$ cat config.mk
export PLATFORM = sky130hd
export DESIGN_NAME = qwlt_device_flat
export DESIGN_NICKNAME = d
export VERILOG_FILES = /design/src/qwlt_pkg.sv /design/src/qwlt_link_if.sv /design/src/qwlt_device.sv /design/src/flat_wrapper.sv
export SDC_FILE = /design/constraint.sdc
export NUM_CORES = 1
export LEC_CHECK = 0
export CORE_MARGIN = 2
export CORE_UTILIZATION = 50
export CTS_CLUSTER_SIZE = 16
export DETAILED_ROUTE_END_ITERATION = 8
export DONT_BUFFER_PORTS = 1
export SYNTH_ARGS = -nofsm -noshare
export SYNTH_HDL_FRONTEND = slang
export SYNTH_SLANG_ARGS = --single-unit
$ cat constraint.sdc
create_clock -name CORE_CLK -period 8.5 [get_ports CORE_CLK]
set_input_delay 1.275 -clock CORE_CLK [delete_from_list [all_inputs] [get_ports CORE_CLK]]
set_output_delay 1.275 -clock CORE_CLK [all_outputs]
set_load 0.01 [all_outputs]
$ cat src/qwlt_pkg.sv
// Shared constants for the quad-word link transmitter and its receiver
package qwlt_pkg;
  // ==========================================================
  // Register indices (byte address is four times the index)
  localparam logic [7:0] LINK_A_CONTROL_IDX = 8'h1b;
  localparam logic [7:0] LINK_B_CONTROL_IDX = 8'h1d;
  localparam logic [7:0] PORT_CLOCK_CONTROL_IDX = 8'h1e;
  localparam logic [7:0] DEV_STATUS_IDX = 8'h1f;
  localparam logic [7:0] RX_CONTROL_IDX = 8'h00;
  localparam logic [7:0] RX_STATUS_IDX = 8'h01;
  // ==========================================================
  // Field positions and reset values
  localparam int CTL_SRC_BIT = 0;
  localparam int CTL_MODE_BIT = 1;
  localparam int CTL_SIGNAL_STRENGTH_WORD_OFF_BIT = 2;
  localparam int CTL_WAIT_LSB = 3;
  localparam int CTL_WAIT_W = 4;
  localparam int PCC_MASTER_BIT = 0;
  localparam int PCC_DIV_LSB = 1;
  localparam int PCC_DIV_W = 2;
  localparam int RX_ENABLE_BIT = 0;
  localparam logic [7:0] CONTROL_RESET = 8'h00;
  localparam logic [7:0] PCC_RESET = 8'h00;
  // ==========================================================
  // Link framing and timing
  localparam int QUAD_BYTES = 16;
  localparam logic [3:0] LAST_BYTE = 4'hf;
  localparam logic [3:0] MIN_WAIT_PCLK = 4'h6;
  localparam logic [3:0] RX_PULSE_BYTE = 4'h2;
  localparam logic [2:0] RX_LOW_CYCLES = 3'h2;
endpackage

$ cat src/qwlt_link_if.sv
// Byte-wide link between the transmitter and the receiver
`timescale 1ns/1ps
interface qwlt_link_if;
  // Byte on each edge of the forwarded clock
  logic [7:0] link_byte_out;
  // Forwarded output clock, low when idle
  logic link_forwarded_clock;
  // Ready and connectivity toggle from the receiver
  logic link_ready_input;
  modport dev (output link_byte_out, output link_forwarded_clock, input link_ready_input);
  modport rcv (input link_byte_out, input link_forwarded_clock, output link_ready_input);
endinterface

$ cat src/qwlt_device.sv
// Two-port quad-word link transmitter with its Wishbone register file
//
// Local design decision: the Wishbone interface to the registers.
`timescale 1ns/1ps
module qwlt_device (
  // Clock and reset
  input wire logic CORE_CLK,
  input wire logic SRST,
  // Wishbone classic slave
  input wire logic WB_CYC,
  input wire logic WB_STB,
  input wire logic WB_WE,
  input wire logic [9:0] WB_ADR,
  input wire logic [3:0] WB_SEL,
  input wire logic [31:0] WB_DAT_I,
  output logic [31:0] WB_DAT_O,
  output logic WB_ACK,
  // External port clock for slave mode
  input wire logic EXT_PORT_CLK,
  // Sample sources: IQ words {Q, I} and 12-bit strength words
  input wire logic [127:0] CH_IQ,
  input wire logic [31:0] GC_A_IQ,
  input wire logic [31:0] GC_B_IQ,
  input wire logic [11:0] GC_A_SIGNAL_STRENGTH_WORD,
  input wire logic [11:0] GC_B_SIGNAL_STRENGTH_WORD,
  // Link ports
  qwlt_link_if.dev LINK_A,
  qwlt_link_if.dev LINK_B
);
  typedef enum {TX_IDLE, TX_WAIT, TX_SEND} qwlt_tx_state_type;

  // ==========================================================
  // Register file
  logic [7:0] ctrl_reg [2]; // Link port control, A then B
  logic [7:0] pcc_reg; // Port clock control
  logic ack_reg; // Wishbone acknowledge
  logic [31:0] rdata_reg; // Wishbone read data
  logic req; // Fresh bus request
  logic [7:0] idx; // Register index
  logic [7:0] status; // Live status byte
  logic [1:0] busy; // Port is waiting or sending

  assign req = WB_CYC & WB_STB & ~ack_reg;
  assign idx = WB_ADR[9:2];
  assign WB_ACK = ack_reg;
  assign WB_DAT_O = rdata_reg;

  // Acknowledge one cycle after the request, any address
  always_ff @(posedge CORE_CLK) begin
    if (SRST) begin
      ack_reg <= 1'b0;
    end else begin
      ack_reg <= req;
    end
  end

  // Register writes on the low byte lane
  always_ff @(posedge CORE_CLK) begin
    if (SRST) begin
      ctrl_reg[0] <= qwlt_pkg::CONTROL_RESET;
      ctrl_reg[1] <= qwlt_pkg::CONTROL_RESET;
      pcc_reg <= qwlt_pkg::PCC_RESET;
    end else if (req && WB_WE && WB_SEL[0]) begin
      if (idx == qwlt_pkg::LINK_A_CONTROL_IDX) begin
        ctrl_reg[0] <= WB_DAT_I[7:0];
      end else if (idx == qwlt_pkg::LINK_B_CONTROL_IDX) begin
        ctrl_reg[1] <= WB_DAT_I[7:0];
      end else if (idx == qwlt_pkg::PORT_CLOCK_CONTROL_IDX) begin
        pcc_reg <= WB_DAT_I[7:0];
      end
    end
  end

  assign status = {4'h0, g_port[1].sync2_reg, g_port[0].sync2_reg, busy};

  // Read mux, unmapped reads give zero
  always_ff @(posedge CORE_CLK) begin
    if (SRST) begin
      rdata_reg <= 32'h0;
    end else if (req) begin
      case (idx)
        qwlt_pkg::LINK_A_CONTROL_IDX: rdata_reg <= {24'h0, ctrl_reg[0]};
        qwlt_pkg::LINK_B_CONTROL_IDX: rdata_reg <= {24'h0, ctrl_reg[1]};
        qwlt_pkg::PORT_CLOCK_CONTROL_IDX: rdata_reg <= {24'h0, pcc_reg};
        qwlt_pkg::DEV_STATUS_IDX: rdata_reg <= {24'h0, status};
        default: rdata_reg <= 32'h0;
      endcase
    end
  end

  // ==========================================================
  // Port clock enable
  logic ext_prev_reg; // Last external clock level
  logic [2:0] div_cnt_reg; // Master divider count
  logic [2:0] div_top; // Terminal count for the divisor
  logic pclk_en; // One-cycle port clock tick

  assign div_top = 3'((4'h1 << pcc_reg[qwlt_pkg::PCC_DIV_LSB +: qwlt_pkg::PCC_DIV_W]) - 4'h1);

  // External edge detect and master divider
  always_ff @(posedge CORE_CLK) begin
    if (SRST) begin
      ext_prev_reg <= 1'b0;
      div_cnt_reg <= 3'h0;
    end else begin
      ext_prev_reg <= EXT_PORT_CLK;
      // divide by 1, 2, 4 or 8
      if (div_cnt_reg >= div_top) begin
        div_cnt_reg <= 3'h0;
      end else begin
        div_cnt_reg <= div_cnt_reg + 3'h1;
      end
    end
  end

  always_comb begin
    if (pcc_reg[qwlt_pkg::PCC_MASTER_BIT]) begin
      pclk_en = (div_cnt_reg >= div_top);
    end else begin
      pclk_en = EXT_PORT_CLK & ~ext_prev_reg;
    end
  end

  // ==========================================================
  // Link port engines
  logic [1:0] ready_in; // Raw ready pins
  logic [31:0] own_iq [2]; // Port's own gain-control stage
  logic [11:0] own_signal_strength_word [2];

  assign ready_in = {LINK_B.link_ready_input, LINK_A.link_ready_input};
  assign own_iq[0] = GC_A_IQ;
  assign own_iq[1] = GC_B_IQ;
  assign own_signal_strength_word[0] = GC_A_SIGNAL_STRENGTH_WORD;
  assign own_signal_strength_word[1] = GC_B_SIGNAL_STRENGTH_WORD;

  for (genvar p = 0; p < 2; p++) begin : g_port
    qwlt_tx_state_type state_reg; // Port state
    logic sync1_reg; // First synchroniser stage
    logic sync2_reg; // Synchronised ready
    logic [3:0] wait_cnt_reg; // Port clocks waited
    logic [3:0] byte_idx_reg; // Next byte in the quad-word
    logic [127:0] quad_reg; // Quad-word being sent
    logic [7:0] byte_reg; // Byte on the pins
    logic fclk_reg; // Forwarded clock
    logic low_seen_reg; // Ready went low in this quad
    logic pulse_seen_reg; // Ready went low then high
    logic [7:0] ctl; // This port's control
    logic [3:0] wait_target; // Effective wait length
    logic [127:0] quad_next; // Quad-word to load
    logic [31:0] gc_iq; // Selected stage pair
    logic [15:0] signal_strength_word_word; // Padded signal strength
    logic [31:0] ch_x; // Channel pair, first
    logic [31:0] ch_y; // Channel pair, second
    logic signal_strength_word_on; // Strength word included
    logic at_last; // Last byte is going out

    assign ctl = ctrl_reg[p];
    assign at_last = (byte_idx_reg == qwlt_pkg::LAST_BYTE);

    always_ff @(posedge CORE_CLK) begin
      if (SRST) begin
        sync1_reg <= 1'b0;
        sync2_reg <= 1'b0;
      end else begin
        sync1_reg <= ready_in[p];
        sync2_reg <= sync1_reg;
      end
    end

    // software sizes the field for the ratio
    always_comb begin
      wait_target = ctl[qwlt_pkg::CTL_WAIT_LSB +: qwlt_pkg::CTL_WAIT_W];
      if (wait_target < qwlt_pkg::MIN_WAIT_PCLK) begin
        wait_target = qwlt_pkg::MIN_WAIT_PCLK;
      end
    end

    // format select for the next quad-word
    always_comb begin
      // bit 1 clear keeps the port's own stage
      // bit 1 set sends stage A on both ports
      gc_iq = ctl[qwlt_pkg::CTL_MODE_BIT] ? GC_A_IQ : own_iq[p];
      signal_strength_word_word = {(ctl[qwlt_pkg::CTL_MODE_BIT] ? GC_A_SIGNAL_STRENGTH_WORD : own_signal_strength_word[p]), 4'h0};
      // forbidden combination falls back to strength words
      signal_strength_word_on = ~ctl[qwlt_pkg::CTL_SIGNAL_STRENGTH_WORD_OFF_BIT] | ~ctl[qwlt_pkg::CTL_MODE_BIT];
      ch_x = ctl[qwlt_pkg::CTL_SIGNAL_STRENGTH_WORD_OFF_BIT] ? CH_IQ[95:64] : CH_IQ[31:0];
      ch_y = ctl[qwlt_pkg::CTL_SIGNAL_STRENGTH_WORD_OFF_BIT] ? CH_IQ[127:96] : CH_IQ[63:32];
      // each pair {Q, I}, four pairs fill 16 bytes
      if (!ctl[qwlt_pkg::CTL_SRC_BIT]) begin
        if (ctl[qwlt_pkg::CTL_MODE_BIT]) begin
          quad_next = {ch_y, ch_x, ch_y, ch_x};
        end else begin
          quad_next = CH_IQ;
        end
      end else if (signal_strength_word_on) begin
        // strength word then two zero bytes
        quad_next = {16'h0, signal_strength_word_word, gc_iq, 16'h0, signal_strength_word_word, gc_iq};
      end else begin
        quad_next = {gc_iq, gc_iq, gc_iq, gc_iq};
      end
    end

    // Port sequencer
    always_ff @(posedge CORE_CLK) begin
      if (SRST) begin
        state_reg <= TX_IDLE;
        wait_cnt_reg <= 4'h0;
        byte_idx_reg <= 4'h0;
        quad_reg <= 128'h0;
      end else begin
        case (state_reg)
          TX_IDLE: begin
            if (sync2_reg) begin
              state_reg <= TX_WAIT;
              wait_cnt_reg <= 4'h0;
            end
          end
          TX_WAIT: begin
            if (!sync2_reg) begin
              state_reg <= TX_IDLE;
            end else if (pclk_en) begin
              if (wait_cnt_reg == wait_target - 4'h1) begin
                state_reg <= TX_SEND;
                quad_reg <= quad_next;
                byte_idx_reg <= 4'h0;
              end else begin
                wait_cnt_reg <= wait_cnt_reg + 4'h1;
              end
            end
          end
          TX_SEND: begin
            if (pclk_en) begin
              byte_idx_reg <= byte_idx_reg + 4'h1;
              if (at_last) begin
                if (pulse_seen_reg && sync2_reg) begin
                  quad_reg <= quad_next;
                end else begin
                  state_reg <= TX_IDLE;
                end
              end
            end
          end
          default: state_reg <= TX_IDLE;
        endcase
      end
    end

    always_ff @(posedge CORE_CLK) begin
      if (SRST) begin
        low_seen_reg <= 1'b0;
        pulse_seen_reg <= 1'b0;
      end else begin
        if (state_reg != TX_SEND || (pclk_en && at_last)) begin
          low_seen_reg <= 1'b0;
          pulse_seen_reg <= 1'b0;
        end
        if (state_reg == TX_SEND && !sync2_reg) begin
          low_seen_reg <= 1'b1;
        end
        if (state_reg == TX_SEND && low_seen_reg && sync2_reg) begin
          pulse_seen_reg <= 1'b1;
        end
      end
    end

    // Byte and forwarded clock pins
    always_ff @(posedge CORE_CLK) begin
      if (SRST) begin
        byte_reg <= 8'h0;
        fclk_reg <= 1'b0;
      end else if (state_reg == TX_SEND && pclk_en) begin
        // low byte first, I before Q
        byte_reg <= quad_reg[{byte_idx_reg, 3'h0} +: 8];
        fclk_reg <= ~fclk_reg;
      end
    end

    assign busy[p] = (state_reg != TX_IDLE);
  end

  assign LINK_A.link_byte_out = g_port[0].byte_reg;
  assign LINK_A.link_forwarded_clock = g_port[0].fclk_reg;
  assign LINK_B.link_byte_out = g_port[1].byte_reg;
  assign LINK_B.link_forwarded_clock = g_port[1].fclk_reg;
endmodule // qwlt_device

$ cat src/flat_wrapper.sv
// flat-port wrapper written by rule: the top's interface ports become plain ports
module qwlt_device_flat 
  (CORE_CLK, SRST, WB_CYC, WB_STB, WB_WE, WB_ADR, WB_SEL, WB_DAT_I, WB_DAT_O, WB_ACK, EXT_PORT_CLK, CH_IQ, GC_A_IQ, GC_B_IQ, GC_A_SIGNAL_STRENGTH_WORD, GC_B_SIGNAL_STRENGTH_WORD, LINK_A_link_byte_out, LINK_A_link_forwarded_clock, LINK_A_link_ready_input, LINK_B_link_byte_out, LINK_B_link_forwarded_clock, LINK_B_link_ready_input);
  qwlt_link_if LINK_A_i ();
  qwlt_link_if LINK_B_i ();
  input wire logic CORE_CLK;
  input wire logic SRST;
  input wire logic WB_CYC;
  input wire logic WB_STB;
  input wire logic WB_WE;
  input wire logic [9:0] WB_ADR;
  input wire logic [3:0] WB_SEL;
  input wire logic [31:0] WB_DAT_I;
  output logic [31:0] WB_DAT_O;
  output logic WB_ACK;
  input wire logic EXT_PORT_CLK;
  input wire logic [127:0] CH_IQ;
  input wire logic [31:0] GC_A_IQ;
  input wire logic [31:0] GC_B_IQ;
  input wire logic [11:0] GC_A_SIGNAL_STRENGTH_WORD;
  input wire logic [11:0] GC_B_SIGNAL_STRENGTH_WORD;
  output wire logic [$bits(LINK_A_i.link_byte_out)-1:0] LINK_A_link_byte_out;
  output wire logic [$bits(LINK_A_i.link_forwarded_clock)-1:0] LINK_A_link_forwarded_clock;
  input wire logic [$bits(LINK_A_i.link_ready_input)-1:0] LINK_A_link_ready_input;
  output wire logic [$bits(LINK_B_i.link_byte_out)-1:0] LINK_B_link_byte_out;
  output wire logic [$bits(LINK_B_i.link_forwarded_clock)-1:0] LINK_B_link_forwarded_clock;
  input wire logic [$bits(LINK_B_i.link_ready_input)-1:0] LINK_B_link_ready_input;
  assign LINK_A_link_byte_out = LINK_A_i.link_byte_out;
  assign LINK_A_link_forwarded_clock = LINK_A_i.link_forwarded_clock;
  assign LINK_A_i.link_ready_input = LINK_A_link_ready_input;
  assign LINK_B_link_byte_out = LINK_B_i.link_byte_out;
  assign LINK_B_link_forwarded_clock = LINK_B_i.link_forwarded_clock;
  assign LINK_B_i.link_ready_input = LINK_B_link_ready_input;
  qwlt_device u_core (.CORE_CLK(CORE_CLK), .SRST(SRST), .WB_CYC(WB_CYC), .WB_STB(WB_STB), .WB_WE(WB_WE), .WB_ADR(WB_ADR), .WB_SEL(WB_SEL), .WB_DAT_I(WB_DAT_I), .WB_DAT_O(WB_DAT_O), .WB_ACK(WB_ACK), .EXT_PORT_CLK(EXT_PORT_CLK), .CH_IQ(CH_IQ), .GC_A_IQ(GC_A_IQ), .GC_B_IQ(GC_B_IQ), .GC_A_SIGNAL_STRENGTH_WORD(GC_A_SIGNAL_STRENGTH_WORD), .GC_B_SIGNAL_STRENGTH_WORD(GC_B_SIGNAL_STRENGTH_WORD), .LINK_A(LINK_A_i), .LINK_B(LINK_B_i));
endmodule
==> results.md <==
* # rows at 75
* IO Port Bufs at 0
* Sequential Area at 6950 um2
* Worst EP required at 8.91 ns
* CTS tree: built
* Total core area at 42200 um2
* Layout Cells excl Fill at 3066
* Mapped Area at 21500 um2
* WP data arrival at 5.02 ns
* Final Hold Fails at 0
* Slew Limit Fails at 0
* Worst setup path category: reg -> reg
* Maximum vdd drop at 138 uV
* Max-cap check violation count at 0
* Met3 Track Usage GR at 0.154
* Register area share after synthesis at 0.323
* H-tree Lvls at 2
* Slew HR at 0.177
* Post-Syn Area per Cell at 8.05 um2
* FMAX at 217 MHz
* RSZ-0062 raised after global routing: false
* Cell mode on critical path: buf_4
* CTS hold repair buffers at 0
* Setup TNS after final layout at 0 ns
* DR vias/cell at 6.65
* Yosys reg bits at 339
* Root Buffer: clkbuf_16
* Remaining DRCs at 0
* Library cells used by synthesis at 66
* Die Wd at 211 um
* Vias in the first global route at 19200
* Worst Hold Class: reg -> reg
* Core Util, Final at 0.536
* EDFF count, synth at 16
* Largest net degree at the start of global routing at 211
* Antenna violations before repair at 8
* First-pass GRT wire length at 128 mm
* Pleak at 8.29 nW
* Pwr Total at 4.55 mW
* Slowest-stage cell, CP: nor2_4
* Die footprint at 44700 um2
* Vias at 20400
* Antenna Nets Post-Route at 0
* Max Root-Sink Buffers at 3
* Final Skew at 0.0211 ns
* Commonest non-fill, non-tap cells in the layout: nand2_1 (443), dfxtp_1 (321), o21ai_0 (273)
* Proportion of layout cells with a drive suffix above 1 at 0.118
* Number of iterations in the first detailed-routing pass at 8
* Async S/R FF share, synth at 0
* Status: finished clean
* Final min period at 4.61 ns
* Resized cells post-CTS at 0
* Pwr dens at 201 nW/um2
* I/O pin count at 321
* CP peak stage delay at 0.79 ns
* Min Hold Slack at 0.437 ns
* Slew at the pin closest to its max-slew limit at 1.23 ns
* Most common cell after layout, fill and taps aside: nand2_1
* Initial DRC count at 2753
* Synth warnings at 0
* Setup bufs post-CTS at 0
* WL/cell at 28.7 um
* Layout area overhead at 5.34%
* Filler Cell Count at 3988
* Cell-by-cell trace of the critical path: or2_2 -> ha_1 -> nand2b_1 -> a2111o_1 -> nand2_1 -> o31a_2 -> buf_4 -> nor2_4 -> buf_4 -> o21ai_0
* HPWL after detailed placement at 58.6 mm
* Post-Synthesis Cells at 2670
* Ys flop type: dfxtp_1
* Tcrit/Tclk final at 0.543
* Area occupied by multi-input gates at 13300 um2
* Worst Path Max Fanout at 73
* GRT Residual Overflow at 0
* Nets at 2778
* Worst Setup Start Kind: flip-flop
* Vert. Die Dim at 211 um
* Clock sink count at 339
* Initial core utilization at 0.509
* Total CTS buffers at 40
* Clk_lat worst skew at 0.58 ns
* Cells after DPL at 2989
* Met2 usage at 0.573
* Final setup fails at 0
* All-Layer GR Usage at 0.386
* Clk slew on worst S/H paths at 0.06 ns
* Critical Path End Type: flip-flop
* Max reg flops at 256
* Most Used Layer, Global Route: met2
* Wirelength, routed at 87.9 mm
* Met1 usage at 0.475
* Routability cong. at 0.963
==> report_power, final <==
part / switching (mW) / internal [mW] / total, mW / leakage, nW
Sequential: 0.0996 / 1.77 / 1.87 / 2.79
Clock: 0.729 / 1.04 / 1.77 / 0.653
Combinational: 0.569 / 0.341 / 0.911 / 4.84
==> cells by family (layout without fill, tap and decap cells) <==
kind of cell    Yosys count  after routing  share of synthesized area
simple gates            962            962                      0.197
compound gates          693            693                      0.194
flops                   339            339                      0.323
mux                     330            330                      0.203
buf+inv                 315            141                     0.0674
fa+ha+maj                17             17                    0.00977
xor+xnor                 13             13                    0.00529
other cells               1             32                   0.000174
==> synth_stat cells (11+ instances only) <==
cell | count | area share
and2_1 | 16 | 0.0047
mux2_2 | 56 | 0.029
nand3b_1 | 33 | 0.012
buf_4 | 29 | 0.010
nand4_1 | 65 | 0.019
mux4_2 | 80 | 0.084
edfxtp_1 | 16 | 0.022
inv_1 | 36 | 0.0063
nor2_1 | 262 | 0.046
buf_6 | 19 | 0.0099
o21ai_0 | 273 | 0.064
o211ai_1 | 35 | 0.012
mux2i_1 | 193 | 0.090
nor2b_1 | 11 | 0.0032
buf_2 | 12 | 0.0028
o22ai_1 | 13 | 0.0038
nand3_1 | 59 | 0.014
o2111ai_1 | 13 | 0.0053
buf_1 | 21 | 0.0037
a22oi_1 | 23 | 0.0080
nand2_1 | 445 | 0.078
nand2b_1 | 43 | 0.013
a21oi_1 | 202 | 0.047
clkbuf_1 | 196 | 0.034
a211oi_2 | 36 | 0.021
dfxtp_1 | 323 | 0.30
ha_1 | 16 | 0.0093
a31oi_1 | 58 | 0.017
==> path summary, 6_finish.rpt <==
kind	from	to	slack (ns)	depth (start not counted)
max	u_core.pcc_reg[1]$_SDFFE_PP0P_	u_core.g_port[0].quad_reg[36]$_SDFFE_PP0P_	3.89	10
min	u_core.g_port[0].sync1_reg$_SDFF_PP0_	u_core.g_port[0].sync2_reg$_SDFF_PP0_	0.44	1
max reg2reg	u_core.pcc_reg[1]$_SDFFE_PP0P_	u_core.g_port[0].quad_reg[36]$_SDFFE_PP0P_	3.89	10
min reg2reg	u_core.g_port[0].sync1_reg$_SDFF_PP0_	u_core.g_port[0].sync2_reg$_SDFF_PP0_	0.44	1
==> stage by stage <==
stage,area [um2],worst slack [ns]
floorplan,21600,5.37
detailed placement,21300,3.64
CTS,22600,4.01
global placement,21300,3.72
global route,22600,3.76
finish,22700,3.89
==> critical path: cells and delay by family, from the launching register on <==
kind / cells / cell delay, ns
buf+inv: 2 / 1.04
fa+ha+maj: 1 / 0.26
flops: 1 / 0.34
simple gates: 4 / 1.65
compound gates: 3 / 1.03
==> layer usage <==
metal | vias up | wire, um | part of all wire
met4 | 2 | 5200 | 0.059
met5 | - | 17 | 0.00019
met2 | 1201 | 36900 | 0.42
li1 | 9129 | - | -
met3 | 220 | 12700 | 0.14
met1 | 9840 | 33100 | 0.38
==> cell type report <==
class | count | share of cell area
Multi-Input combinational cell | 2039 | 0.586
Sequential cell | 339 | 0.307
Clock buffer | 57 | 0.0528
Tap cell | 539 | 0.0298
Timing Repair Buffer | 34 | 0.0118
Inverter | 38 | 0.00652
Clock inverter | 12 | 0.00541
Antenna cell | 8 | 0.000884
Power figures use the tool's default switching activity.
